File: src/rtl/pdmi_defs.vh
`ifndef PDMI_DEFS_VH
`define PDMI_DEFS_VH
// register byte offsets
`define PDMI_A_START   12'h000
`define PDMI_A_STOP    12'h004
`define PDMI_A_EVSTART 12'h100
`define PDMI_A_EVSTOP  12'h104
`define PDMI_A_EVEND   12'h108
`define PDMI_A_STATUS  12'h400
`define PDMI_A_ENABLE  12'h500
`define PDMI_A_CLKDIV  12'h504
`define PDMI_A_MODE    12'h508
`define PDMI_A_LVOL    12'h518
`define PDMI_A_RVOL    12'h51c
`define PDMI_A_RATIO   12'h520
`define PDMI_A_PTR     12'h560
`define PDMI_A_CNT     12'h564
// field positions
`define PDMI_MODE_MONO 0
`define PDMI_MODE_EDGE 1
// reset values
`define PDMI_CLKDIV_RST 8'h62
`define PDMI_VOL_RST    7'h28
`define PDMI_RATIO_RST  1'b0
// volume limits and offset used to index the step table
`define PDMI_VOL_MAX    7'h50
`define PDMI_VOL_OFS    7'h08
// decimation factors and output scaling shifts
`define PDMI_DEC64      7'h40
`define PDMI_DEC80      7'h50
`define PDMI_SH64       3
`define PDMI_SH80       4
`endif

File: src/rtl/pdmi_top.v
// The register offsets and the AHB-Lite interface to the registers were left to the implementer.
`timescale 1ns/1ps
`include "pdmi_defs.vh"

// Notes on behaviour
// RULE_01 - device drives the bit clock and takes one data input, mono or stereo
// RULE_02 - two microphones, left and right, share that single data input
// RULE_03 - output samples are 16 bits at nominal 16 kHz
// RULE_04 - decimation by 64 or 80 selectable; software retunes the clock divider
// RULE_05 - clock divider field sets bit clock frequency
// RULE_06 - bit clock is a plain fixed division of the source clock, no added jitter
// RULE_07 - default: left captured on falling edge, right on rising edge
// RULE_08 - edge swap: left on rising edge, right on falling edge
// RULE_09 - each channel has its own decimation filter to 16-bit PCM
// RULE_10 - samples are written to one RAM buffer by the DMA port
// RULE_11 - stereo stores left/right pairs, mono stores only left samples
// RULE_12 - software loads next pointer before current buffer fills
// RULE_13 - START begins continuous transfer, STOP ends it
// RULE_14 - STOP takes effect after the current frame, then STOPPED
// RULE_15 - STOPPED only once final DMA write has completed
// RULE_16 - software waits for STOPPED before a new START
// RULE_17 - per-channel volume stage spans 20 dB either side of reset gain
// RULE_18 - volume is in 0.5 dB steps around the default gain
// RULE_19 - software keeps volume within lowest and highest limits
// RULE_20 - buffer pointer is double-buffered, taken when current buffer fills
// RULE_21 - full buffer raises END, continues in new buffer, raises STARTED
// RULE_22 - buffer count is in 16-bit samples, two bytes each
// RULE_23 - signed 16-bit samples, little endian, left in lower half
// RULE_24 - volume stage saturates instead of wrapping
module pdmi_top #(
   parameter CW = 24,                 // decimator accumulator width
   parameter NW = 16                  // buffer sample count width
) (
   input  wire        hclk,           // bus and core clock
   input  wire        hresetn,        // async reset, active low
   input  wire        hsel,           // slave select
   input  wire [31:0] haddr,          // byte address
   input  wire [1:0]  htrans,         // transfer type
   input  wire        hwrite,         // write not read
   input  wire [2:0]  hsize,          // transfer size, word only
   input  wire [31:0] hwdata,         // write data
   input  wire        hready,         // bus ready in
   output wire [31:0] hrdata,         // read data
   output wire        hreadyout,      // slave ready
   output wire        hresp,          // always okay
   input  wire        mic_data_in,    // shared microphone data pin
   output wire        mic_bit_clock,  // bit clock to microphones
   output wire        dma_req,        // word write request
   output wire [31:0] dma_addr,       // byte address of word
   output wire [31:0] dma_wdata,      // word to store
   input  wire        dma_ack         // memory took the word
);

   localparam [2:0] S_IDLE = 3'b001;
   localparam [2:0] S_RUN  = 3'b010;
   localparam [2:0] S_STOP = 3'b100;

   reg  [31:0]     hrdata_q;
   reg             hreadyout_q;
   reg             hresp_q;
   reg             wr_q;
   reg  [11:0]     wa_q;
   reg  [31:0]     rmux;
   reg             en_q;
   reg  [7:0]      div_sel_q;
   reg             mono_q;
   reg             edge_q;
   reg  [6:0]      lvol_q;
   reg  [6:0]      rvol_q;
   reg             r80_q;
   reg  [31:0]     ptr_q;
   reg  [NW-1:0]   cnt_q;
   reg             ev_st_q;
   reg             ev_sp_q;
   reg             ev_end_q;
   reg  [2:0]      st_q;
   reg  [7:0]      div_q;
   reg             bclk_q;
   reg             rise_q;
   reg             fall_q;
   reg             s1_q;
   reg             s2_q;
   reg             s3_q;
   reg             din_q;
   reg  [6:0]      dc_q;
   reg             dec_q;
   reg             pv_q;
   reg             gv_q;
   reg  [31:0]     cur_q;
   reg  [NW:0]     scnt_q;
   reg             half_q;
   reg  [15:0]     lsave_q;
   reg             dma_req_q;
   reg  [31:0]     dma_addr_q;
   reg  [31:0]     dma_wdata_q;
   wire [31:0]     gpair;

   // clamp a wide value into the signed 16-bit range
   function [15:0] sat16;
      input [35:0] v;
      begin
         if (v[35:15] != {21{v[35]}})
            sat16 = v[35] ? 16'h8000 : 16'h7fff; // RULE_24
         else
            sat16 = v[15:0];
      end
   endfunction

   // volume: 12 half-dB steps per 6 dB octave, table holds 2^(k/12) in q12
   function [35:0] gmul;
      input [15:0] s;
      input [6:0]  g;
      reg   [6:0]  gc;
      reg   [6:0]  idx;
      reg   [6:0]  q;
      reg   [6:0]  r;
      reg   [12:0] m;
      reg signed [35:0] p;
      begin
         gc  = (g > `PDMI_VOL_MAX) ? `PDMI_VOL_MAX : g; // RULE_19
         idx = gc + `PDMI_VOL_OFS;
         q   = idx / 7'h0c;
         r   = idx % 7'h0c;
         case (r[3:0]) // RULE_18
            4'h0: m = 13'h1000;
            4'h1: m = 13'h10f4;
            4'h2: m = 13'h11f6;
            4'h3: m = 13'h1307;
            4'h4: m = 13'h1429;
            4'h5: m = 13'h155c;
            4'h6: m = 13'h16a1;
            4'h7: m = 13'h17f9;
            4'h8: m = 13'h1966;
            4'h9: m = 13'h1ae9;
            4'ha: m = 13'h1c82;
            default: m = 13'h1e34;
         endcase
         p    = $signed(s) * $signed({1'b0, m});
         gmul = (p <<< q[2:0]) >>> 16; // RULE_17
      end
   endfunction

   wire ap      = hsel & htrans[1] & hready;
   wire start_p = wr_q & (wa_q == `PDMI_A_START) & hwdata[0];
   wire stop_p  = wr_q & (wa_q == `PDMI_A_STOP) & hwdata[0];
   wire run     = ~st_q[0];

   // read mux, sampled in the address phase
   always @* begin
      case (haddr[11:0])
         `PDMI_A_EVSTART: rmux = {31'h0, ev_st_q};
         `PDMI_A_EVSTOP:  rmux = {31'h0, ev_sp_q};
         `PDMI_A_EVEND:   rmux = {31'h0, ev_end_q};
         `PDMI_A_STATUS:  rmux = {29'h0, st_q};
         `PDMI_A_ENABLE:  rmux = {31'h0, en_q};
         `PDMI_A_CLKDIV:  rmux = {24'h0, div_sel_q};
         `PDMI_A_MODE:    rmux = {30'h0, edge_q, mono_q};
         `PDMI_A_LVOL:    rmux = {25'h0, lvol_q};
         `PDMI_A_RVOL:    rmux = {25'h0, rvol_q};
         `PDMI_A_RATIO:   rmux = {31'h0, r80_q};
         `PDMI_A_PTR:     rmux = ptr_q;
         `PDMI_A_CNT:     rmux = {{(32-NW){1'b0}}, cnt_q};
         default:         rmux = 32'h0;
      endcase
   end

   // bus slave: zero wait states, always okay
   always @(posedge hclk or negedge hresetn) begin
      if (!hresetn) begin
         hrdata_q    <= 32'h0;
         hreadyout_q <= 1'b1;
         hresp_q     <= 1'b0;
         wr_q        <= 1'b0;
         wa_q        <= 12'h0;
      end else begin
         hreadyout_q <= 1'b1;
         hresp_q     <= 1'b0;
         wr_q        <= ap & hwrite;
         wa_q        <= haddr[11:0];
         hrdata_q    <= (ap & ~hwrite) ? rmux : 32'h0;
      end
   end

   // configuration registers
   always @(posedge hclk or negedge hresetn) begin
      if (!hresetn) begin
         en_q      <= 1'b0;
         div_sel_q <= `PDMI_CLKDIV_RST;
         mono_q    <= 1'b0;
         edge_q    <= 1'b0;
         lvol_q    <= `PDMI_VOL_RST;
         rvol_q    <= `PDMI_VOL_RST;
         r80_q     <= `PDMI_RATIO_RST;
         ptr_q     <= 32'h0;
         cnt_q     <= {NW{1'b0}};
      end else if (wr_q) begin
         case (wa_q)
            `PDMI_A_ENABLE: en_q <= hwdata[0];
            `PDMI_A_CLKDIV: div_sel_q <= hwdata[7:0]; // RULE_05
            `PDMI_A_MODE: begin
               mono_q <= hwdata[`PDMI_MODE_MONO];
               edge_q <= hwdata[`PDMI_MODE_EDGE];
            end
            `PDMI_A_LVOL:   lvol_q <= hwdata[6:0];
            `PDMI_A_RVOL:   rvol_q <= hwdata[6:0];
            `PDMI_A_RATIO:  r80_q <= hwdata[0]; // RULE_04
            `PDMI_A_PTR:    ptr_q <= hwdata; // RULE_20
            `PDMI_A_CNT:    cnt_q <= hwdata[NW-1:0];
            default: ;
         endcase
      end
   end

   // bit clock: fixed division of hclk, low while idle
   always @(posedge hclk or negedge hresetn) begin
      if (!hresetn) begin
         div_q  <= 8'h0;
         bclk_q <= 1'b0;
         rise_q <= 1'b0;
         fall_q <= 1'b0;
      end else if (!run) begin
         div_q  <= 8'h0;
         bclk_q <= 1'b0;
         rise_q <= 1'b0;
         fall_q <= 1'b0;
      end else if (div_q + 8'h01 >= div_sel_q) begin
         div_q  <= 8'h0;
         bclk_q <= ~bclk_q; // RULE_01 RULE_06
         rise_q <= ~bclk_q;
         fall_q <= bclk_q;
      end else begin
         div_q  <= div_q + 8'h01;
         rise_q <= 1'b0;
         fall_q <= 1'b0;
      end
   end

   // data pin synchroniser; value changes once stages two and three agree
   always @(posedge hclk or negedge hresetn) begin
      if (!hresetn) begin
         s1_q  <= 1'b0;
         s2_q  <= 1'b0;
         s3_q  <= 1'b0;
         din_q <= 1'b0;
      end else begin
         s1_q <= mic_data_in; // RULE_02
         s2_q <= s1_q;
         s3_q <= s2_q;
         if (s2_q == s3_q)
            din_q <= s3_q;
      end
   end

   // output sample tick every 64 or 80 bit clocks, then filter/volume pipe
   wire [6:0] ratio = r80_q ? `PDMI_DEC80 : `PDMI_DEC64;
   always @(posedge hclk or negedge hresetn) begin
      if (!hresetn) begin
         dc_q  <= 7'h0;
         dec_q <= 1'b0;
         pv_q  <= 1'b0;
         gv_q  <= 1'b0;
      end else begin
         pv_q <= dec_q;
         gv_q <= pv_q;
         if (!run) begin
            dc_q  <= 7'h0;
            dec_q <= 1'b0;
         end else if (rise_q && (dc_q + 7'h01 == ratio)) begin
            dc_q  <= 7'h0; // RULE_04
            dec_q <= 1'b1;
         end else begin
            dc_q  <= rise_q ? dc_q + 7'h01 : dc_q;
            dec_q <= 1'b0;
         end
      end
   end

   // per channel: third-order comb-integrator decimator and volume
   genvar ch;
   generate
      for (ch = 0; ch < 2; ch = ch + 1) begin : g_ch
         reg  signed [CW-1:0] i1_q, i2_q, i3_q, d1_q, d2_q, d3_q;
         reg         [15:0]   pcm_q;
         reg         [15:0]   gout_q;
         wire cap = (ch == 0) ? (edge_q ? rise_q : fall_q)
                              : (edge_q ? fall_q : rise_q); // RULE_07 RULE_08
         wire signed [CW-1:0] bit_v = {{(CW-1){~din_q}}, 1'b1};
         wire signed [CW-1:0] c1 = i3_q - d1_q;
         wire signed [CW-1:0] c2 = c1 - d2_q;
         wire signed [CW-1:0] c3 = c2 - d3_q;
         wire signed [CW-1:0] sc = r80_q ? (c3 >>> `PDMI_SH80) : (c3 >>> `PDMI_SH64);
         wire        [6:0]    vol = (ch == 0) ? lvol_q : rvol_q;
         always @(posedge hclk or negedge hresetn) begin
            if (!hresetn) begin
               i1_q <= {CW{1'b0}};
               i2_q <= {CW{1'b0}};
               i3_q <= {CW{1'b0}};
               d1_q <= {CW{1'b0}};
               d2_q <= {CW{1'b0}};
               d3_q <= {CW{1'b0}};
               pcm_q  <= 16'h0;
               gout_q <= 16'h0;
            end else if (!run) begin
               i1_q <= {CW{1'b0}};
               i2_q <= {CW{1'b0}};
               i3_q <= {CW{1'b0}};
               d1_q <= {CW{1'b0}};
               d2_q <= {CW{1'b0}};
               d3_q <= {CW{1'b0}};
            end else begin
               if (cap) begin
                  i1_q <= i1_q + bit_v; // RULE_09
                  i2_q <= i2_q + i1_q;
                  i3_q <= i3_q + i2_q;
               end
               if (dec_q) begin
                  d1_q  <= i3_q;
                  d2_q  <= c1;
                  d3_q  <= c2;
                  pcm_q <= sat16({{(36-CW){sc[CW-1]}}, sc}); // RULE_03
               end
               if (pv_q)
                  gout_q <= sat16(gmul(pcm_q, vol)); // RULE_17 RULE_24
            end
         end
         assign gpair[16*ch +: 16] = gout_q; // RULE_23
      end
   endgenerate

   wire [31:0] word = mono_q ? {gpair[15:0], lsave_q} : gpair; // RULE_11 RULE_23
   wire push = gv_q & st_q[1] & (~mono_q | half_q);
   wire full = dma_req_q & dma_ack & (scnt_q >= {1'b0, cnt_q}); // RULE_22
   wire fin  = st_q[2] & ~dma_req_q;
   wire go   = st_q[0] & start_p & en_q;
   wire set_st = go | (full & st_q[1] & ~stop_p);

   // control, buffer walk, DMA and events; a hardware set beats a clear
   always @(posedge hclk or negedge hresetn) begin
      if (!hresetn) begin
         st_q        <= S_IDLE;
         cur_q       <= 32'h0;
         scnt_q      <= {(NW+1){1'b0}};
         half_q      <= 1'b0;
         lsave_q     <= 16'h0;
         dma_req_q   <= 1'b0;
         dma_addr_q  <= 32'h0;
         dma_wdata_q <= 32'h0;
         ev_st_q     <= 1'b0;
         ev_sp_q     <= 1'b0;
         ev_end_q    <= 1'b0;
      end else begin
         case (st_q)
            S_IDLE: if (go) begin
               st_q   <= S_RUN; // RULE_13
               cur_q  <= ptr_q;
               scnt_q <= {(NW+1){1'b0}};
               half_q <= 1'b0;
            end
            S_RUN: if (stop_p) begin
               st_q <= S_STOP; // RULE_13 RULE_14
            end else if (full) begin
               cur_q  <= ptr_q; // RULE_20 RULE_12
               scnt_q <= {(NW+1){1'b0}};
            end
            S_STOP: if (fin) begin
               st_q <= S_IDLE; // RULE_15
            end
            default: st_q <= S_IDLE;
         endcase
         if (gv_q && st_q[1] && mono_q) begin
            half_q <= ~half_q;
            if (!half_q)
               lsave_q <= gpair[15:0];
         end
         if (dma_req_q && dma_ack) begin
            dma_req_q <= 1'b0;
         end else if (push && !dma_req_q) begin
            dma_req_q   <= 1'b1; // RULE_10
            dma_wdata_q <= word;
            dma_addr_q  <= cur_q + {{(30-NW){1'b0}}, scnt_q, 1'b0}; // RULE_22
            scnt_q      <= scnt_q + 2'd2;
         end
         ev_st_q  <= set_st | ((wr_q && wa_q == `PDMI_A_EVSTART) ? hwdata[0] : ev_st_q);
         ev_sp_q  <= fin | ((wr_q && wa_q == `PDMI_A_EVSTOP) ? hwdata[0] : ev_sp_q); // RULE_14
         ev_end_q <= full | fin |
                     ((wr_q && wa_q == `PDMI_A_EVEND) ? hwdata[0] : ev_end_q); // RULE_21
      end
   end

   assign hrdata        = hrdata_q;
   assign hreadyout     = hreadyout_q;
   assign hresp         = hresp_q;
   assign mic_bit_clock = bclk_q;
   assign dma_req       = dma_req_q;
   assign dma_addr      = dma_addr_q;
   assign dma_wdata     = dma_wdata_q;

endmodule // pdmi_top

File: config.mk
export PLATFORM = sky130hd
export DESIGN_NAME = pdmi_top
export DESIGN_NICKNAME = d
export VERILOG_FILES = /design/src/rtl/pdmi_top.v
export VERILOG_INCLUDE_DIRS = /design/src /design/src/rtl
export SDC_FILE = /design/constraint.sdc
export NUM_CORES = 2
export LEC_CHECK = 0
export BUFFER_PORTS_ARGS = -buffer_cell sky130_fd_sc_hd__buf_2
export CAP_MARGIN = 5
export CORE_MARGIN = 2
export CORE_UTILIZATION = 44
export CTS_BUF_LIST = sky130_fd_sc_hd__clkbuf_4
export DETAILED_ROUTE_END_ITERATION = 12
export PLACE_DENSITY = 0.67
export REMOVE_ABC_BUFFERS = 1
export SKIP_LAST_GASP = 1
export SLEW_MARGIN = 0
export SYNTH_ARGS = -nofsm -noshare
export SYNTH_HDL_FRONTEND = slang
export SYNTH_SLANG_ARGS = --single-unit
File: constraint.sdc
create_clock -name hclk -period 11.7 [get_ports hclk]
set_input_delay 2.34 -clock hclk [delete_from_list [all_inputs] [get_ports hclk]]
set_output_delay 2.34 -clock hclk [all_outputs]
set_load 0.05 [all_outputs]
# == Yosys cells after proc, flatten, opt, wreduce, memory -nomap -nowiden ==
# Memory sizes are Yosys's and may differ from the RTL's.
# Index checks and enable logic that the tools add are counted.
# word_totals
reg_bits,633
latchBits,0
ramBits,0
romBits,384
in_bits,76
out_inout_bits,100
wordCells,268
mem_count,2
# op_classes
n_addsub,18
multipliers,2
n_div,4
n_lt_le_gt_ge,4
eq_ne,38
shift,2
muxes,81
bitwise_logic,32
reduce_logical,34
# mem_list
name,depth,width,rd,rd_ports_with_merged_regs,wr,line,text
(no name shown),16,12,1,0,0,pdmi_top.v:124,case (r[3:0])
(no name shown),16,12,1,0,0,pdmi_top.v:124,
# op_table
op,n
24-bit two-way mux,24
32-bit case mux with 12 select lines,1
12-bit by 11-bit equality test with 1-bit output (second input constant),17
32-bit two-way mux,5
24-bit subtractor,6
16-bit two-way mux,8
24-bit adder,4
17-bit two-way mux,5
12-bit by 9-bit equality test with 1-bit output (second input constant),6
30-bit by 3-bit <<< shifter with 36-bit output,2
32-bit case mux with 2 select lines,1
16-bit by 14-bit multiplier with 30-bit output,2
13-bit two-way mux,4
24-bit by 2-bit adder with 24-bit output,2
20-bit two-way mux,2
7-bit two-way mux,5
17-bit case mux with 2 select lines,1
32-bit by 18-bit adder with 32-bit output,1
2-bit AND reduction,13
1-bit two-way mux,18
17-bit by 2-bit adder with 17-bit output (second input constant),1
1-bit AND,17
17-bit by 16-bit greater-or-equal comparator with 1-bit output,1
8-bit two-way mux,2
28 further kinds,67

# == Longest topological paths before layout ==
# An unclocked memory read counts as a cell.
# logic_depth
word_depth,11
depth_mapped,46
depth_no_buf,40

# == Worst setup path before layout ==
# Ideal clock, no wire load.
# synth_timing
path_kind,register to register
from,"reg rvol_q[5], in the netlist g_ch[1].vol[5]"
to,reg g_ch[1].gout_q[10]
setup_time_ns,0.121
arrival_ns,10.733
required_time_ns,11.579
slack_ns,0.845
stages_incl_launch_ff,44
path_buffers,5
period_less_slack_ns,10.855
path_cell_list,dfstp_2 > buf_2 > o21ai_1 > nand2_1 > clkinv_1 > ha_1 > buf_4 > and2b_4 > o2bb2ai_1 > o2bb2ai_2 > a221oi_4 > clkbuf_1 > nor3_1 > a21oi_1 > nor2_1 > a21oi_1 > clkbuf_1 > nor2b_1 > [... 8 more ...] > fa_1 > inv_1 > ha_1 > a21o_1 > a21o_1 > a21o_1 > a21o_1 > a21oi_1 > a21o_1 > nand2_1 > o41ai_1 > xnor2_1 > and3_1 > nor4b_4 > a31oi_4 > nand4bb_4 > buf_8 > o221a_4
# synth_via
elab_chain_len,11
word_cells_on_any_way,13
classes_between,1 x add/sub; 1 x mul; 2 x div; 1 x order compare; 1 x eq/ne; 1 x shift; 5 x mux; 1 x memory
# synth_lines
item,line,text
"start, declared",pdmi_top.v:69,reg [6:0] rvol_q;
"start signal, assigned",pdmi_top.v:192,rvol_q <= `PDMI_VOL_RST;
"start signal, assigned",pdmi_top.v:205,`PDMI_A_RVOL: rvol_q <= hwdata[6:0];
7-bit > comparator (no line),-,
7-bit two-way mux (*),pdmi_top.v:120,gc = (g > `PDMI_VOL_MAX) ? `PDMI_VOL_MAX : g;
7-bit by 4-bit adder with 7-bit output (no line) (*),-,
7-bit by 4-bit modulo with 7-bit output,pdmi_top.v:123,r = idx % 7'h0c;
memory read 16 x 12 bit,-,
13-bit two-way mux,pdmi_top.v:322,if (pv_q)
13-bit two-way mux,pdmi_top.v:303,end else if (!run) begin
16-bit by 14-bit multiplier with 30-bit output,pdmi_top.v:138,"p = $signed(s) * $signed({1'b0, m});"
30-bit by 3-bit <<< shifter with 36-bit output (*),pdmi_top.v:139,gmul = (p <<< q[2:0]) >>> 16;
4-bit != test or 16-bit two-way mux (tied branches),"pdmi_top.v:102, pdmi_top.v:103",
16-bit two-way mux (*),pdmi_top.v:102,if (v[35:15] != {21{v[35]}})
"end signal, assigned",pdmi_top.v:323,"gout_q <= sat16(gmul(pcm_q, vol));"
"end, declared",pdmi_top.v:284,reg [15:0] gout_q;
# Mark *: on every way between the ends. The rest lies on a longest branch, timed or not. The select of a mux whose other input is x is not followed.
# A chain may end at the register's enable or synchronous reset.

# == Worst setup path after layout ==
# layout_timing
from,"reg rvol_q[5], in the netlist g_ch[1].vol[5]"
to,reg g_ch[1].gout_q[13]
# Same word-level chain as after synthesis.

==> impl_metrics.yaml <==
yosys:
  avgSynthCellArea_um2: 8.96
  yosysWarnings: 0
  synth_seq_area_share_pct: 27.5
  synth-seq-cells: 633
  synth_flop_cell: "dfrtp_1"
  synth-edff-count: 0
  ys_async_sr_fraction_pct: 100
  netlist_instances: 6435
  yosys.cell_types.count: 108
  netlist_area_um2: 57700
detailed_routing:
  vias_per_cell: 5.30
  post_drt_wl_per_cell_um: 15.4
  vias: 44695
  drt_iter0_drc: 2410
  ant_nets: 0
  dr.pass1.iters: 7
  remaining_drc_errors: 0
  wirelength_um: 130000
sta:
  whs_ns: 0.367
  max_freq_mhz: 90.5
  finalClockSkew_ns: 0.102
  tightestPinTransition_ns: 1.07
  final-setup-viol-count: 0
  fin_crit_sh_pct: 94.4
  slew_viol_final: 0
  hold_viol_final: 0
  slew_headroom_pct: 27.1
  finalWorstSetupSlack_ns: 0.651
  min_period_ns: 11.05
die:
  initial_core_util_pct: 44.4
  core_um2: 130000
  fp.dieW_um: 366
  die_area_um2: 134000
  num_rows: 132
  die_h_um: 366
  num_io_pins: 176
layout:
  fin_util_pct: 48.1
  final_layout_size_suffix_gt1_share_pct: 11.1
  fin_nets: 7525
  layout-area-overhead-vs-synth_pct: 8.29
setup_path:
  endpoint_kind: "register"
  arrival_ns: 11.97
  path_delay_family: "adder cells"
  crit_path_start: "g_ch[1].vol[5]$_DFFE_PN1P_"
  required_ns: 12.62
  path_buf_inv: 4
  regToRegStartpoint: "g_ch[1].vol[5]$_DFFE_PN1P_"
  setup.worst_path.start_class: "register"
  critPathCapture: "g_ch[1].gout_q[13]$_DFFE_PN0P_"
  worst_r2r_path_depth: 38
  slowest_stage: "dfstp_2"
  cp_max_fo: 16
  path_class: "register to register"
  rr_endpoint: "g_ch[1].gout_q[13]$_DFFE_PN0P_"
  crit_cells: 38
  regToRegSetupSlack_ns: 0.65
  slowest_delay_ns: 0.64
placed_design:
  io_buffers: 149
  dp_hpwl_um: 96800
  pre_cts_ws_ns: 0.0402
  routabilityCongestion: 0.865
clock_network:
  clockRootBuffer: "clkbuf_4"
  clock_sinks: 633
  cts.htree.levels: 4
  cts_tree: "built"
  clk_path_buf_depth: 3
  clkTransAtPathRegs_ns: 0.06
  numCtsBuffers: 175
  clock_latency_ns: 1.13
  hold_buffers: 0
power_and_ir_drop:
  ir_drop_uv: 74.6
  pwr-share-clk_pct: 45.8
  seq_power_share_pct: 50.7
  power_uw: 4370
  power_density_nw_per_um2: 70.0
  switchingPower_uw: 1100
  comb_power_share_pct: 3.5
  p_leak_uw: 0.0296
  switching_share_pct: 25.2
  p_int_uw: 3270
global_route:
  grt_first_pass_wirelength_um: 221000
  grt_max_degree: 165
  grtUsageTotal_pct: 19.5
  grt_overflow: 0
  antenna_found_initial: 3
  grt_pass1_vias: 45108
worst_hold_path:
  hp-class: "register to register"
status:
  status: "complete, no violations"
flow_run:
  cap_violations: 0
==> power groups by stage <==
stage          sequential (uW)  combinational (uW)  clock, uW
6_report                  2220                 153       2000
5_1_grt                   2210                 177       2200
4_1_cts                   2210                 157       2090
3_5_place_dp              2260                 156          0
3_3_place_gp              2250                 152          0
2_1_floorplan             2250                73.7          0
==> flip-flops by register name, summed over array words and instances, names as in the netlist, 17 cells and up <==
register,flops
g_ch.d1_q,48
g_ch.d2_q,48
g_ch.d3_q,48
g_ch.i1_q,48
g_ch.i2_q,48
g_ch.i3_q,48
cur_q,32
dma_addr,32
dma_wdata,32
g_ch.gout_q,32
g_ch.pcm_q,32
hrdata,32
ptr_q,32
scnt_q,17
==> logic make-up after synthesis <==
family	Yosys count	synth area share [%]
AO/OA/AOI/OAI	1271	14.4
XOR/XNOR	283	4.35
adder cells (fa/ha/maj)	883	24.5
buffers and inverters	1057	6.96
flip-flops	633	27.5
multiplexers	354	6.48
other	2	0.0130
AND/OR/NAND/NOR	1952	15.8
==> cell usage in the layout, fill, tap and decap left out, types with 15 or more instances in the layout <==
cell      count
clkbuf_4    253
nor2b_1      87
fa_1        413
o21a_1       45
mux2i_1     208
and2_1      208
or2_2        30
o22ai_1      15
buf_4        62
inv_1       795
o31ai_1      29
clkinv_1     31
a21boi_0     38
o211ai_1     43
nand2b_1     50
a22oi_1      22
xnor2_1     216
nand4_1      17
o22a_1       17
o31a_1       17
nor2_1      503
o21bai_1     49
ha_1        466
nand3_1      96
mux2_2      142
dfrtp_1     622
a21o_1       66
or3_1        47
a211oi_1     38
xor2_1       64
buf_2       148
nor3_1      116
a21oi_1     414
a31oi_1      41
nand2_1     685
and3_1       44
o21ai_0     251
==> worst min-delay path by stage <==
stage / from / endpoint / slack [ns] / cells past startpoint
after floorplan: s1_q$_DFF_PN0_ / s2_q$_DFF_PN0_ / 0.33 / 0
after global placement: s1_q$_DFF_PN0_ / s2_q$_DFF_PN0_ / 0.34 / 0
after detailed placement: s1_q$_DFF_PN0_ / s2_q$_DFF_PN0_ / 0.35 / 0
after CTS: s1_q$_DFF_PN0_ / s2_q$_DFF_PN0_ / 0.37 / 0
after global routing: s1_q$_DFF_PN0_ / s2_q$_DFF_PN0_ / 0.36 / 0
final: s1_q$_DFF_PN0_ / s2_q$_DFF_PN0_ / 0.37 / 0
==> what timing repair did <==
item / 4_1_cts / 5_1_grt
pin swaps: 1 / 2
setup endpoints to repair: 15 / 30
resized for setup: 2 / 15
buffers inserted: 1 / 0
gates cloned: 0 / 1
==> Yosys cell counts, drive strengths merged, types with 143 or more instances <==
master,instances,area (um^2)
dfrtp,625,15600
inv,797,2990
nand2,685,2570
fa,413,8270
and2,210,1310
nor2,504,1890
clkbuf,210,788
mux2,143,1610
a21oi,419,2100
o21ai,266,1330
ha,469,5870
xnor2,217,1900
mux2i,211,2120
==> layout make-up <==
cell class	count	area [um^2]
Tap cell	1742	2180
Clock inverter	49	292
Fill cell	12347	67400
Clock buffer	253	1900
Sequential cell	633	15900
Timing Repair Buffer	213	1260
Inverter	798	3000
Antenna cell	3	7.51
Multi-Input combinational cell	4746	38000
==> metal layers <==
layer / up-vias / wire length [um] / GRT usage (%)
met3: 219 / 4600 / 3.02
li1: 21981 / - / -
met1: 21759 / 58700 / 25.3
met4: 4 / 3690 / 6.53
met5: - / 160 / 0
met2: 732 / 63000 / 33.3
==> stage by stage <==
| step | TNS [ns] | cell area [um^2] | std cells |
|---|---|---|---|
| after global placement | 0 | 60200 | 8130 |
| after detailed placement | 0 | 60200 | 8130 |
| final | 0 | 62500 | 8437 |
| after CTS | 0 | 62400 | 8433 |
| after global routing | -0.0109 | 62400 | 8435 |
| after floorplan | 0 | 56700 | 6176 |
==> worst reg2reg max path: cells and delay by family, from the launching register on <==
kind / cells / cell delay, ns
AO/OA/AOI/OAI: 17 / 3.55
XOR/XNOR: 1 / 0.21
adder cells (fa/ha/maj): 8 / 3.91
buffers and inverters: 4 / 0.58
flip-flops: 1 / 0.64
AND/OR/NAND/NOR: 8 / 1.95
No activity file was read; power rests on OpenSTA's default activity.
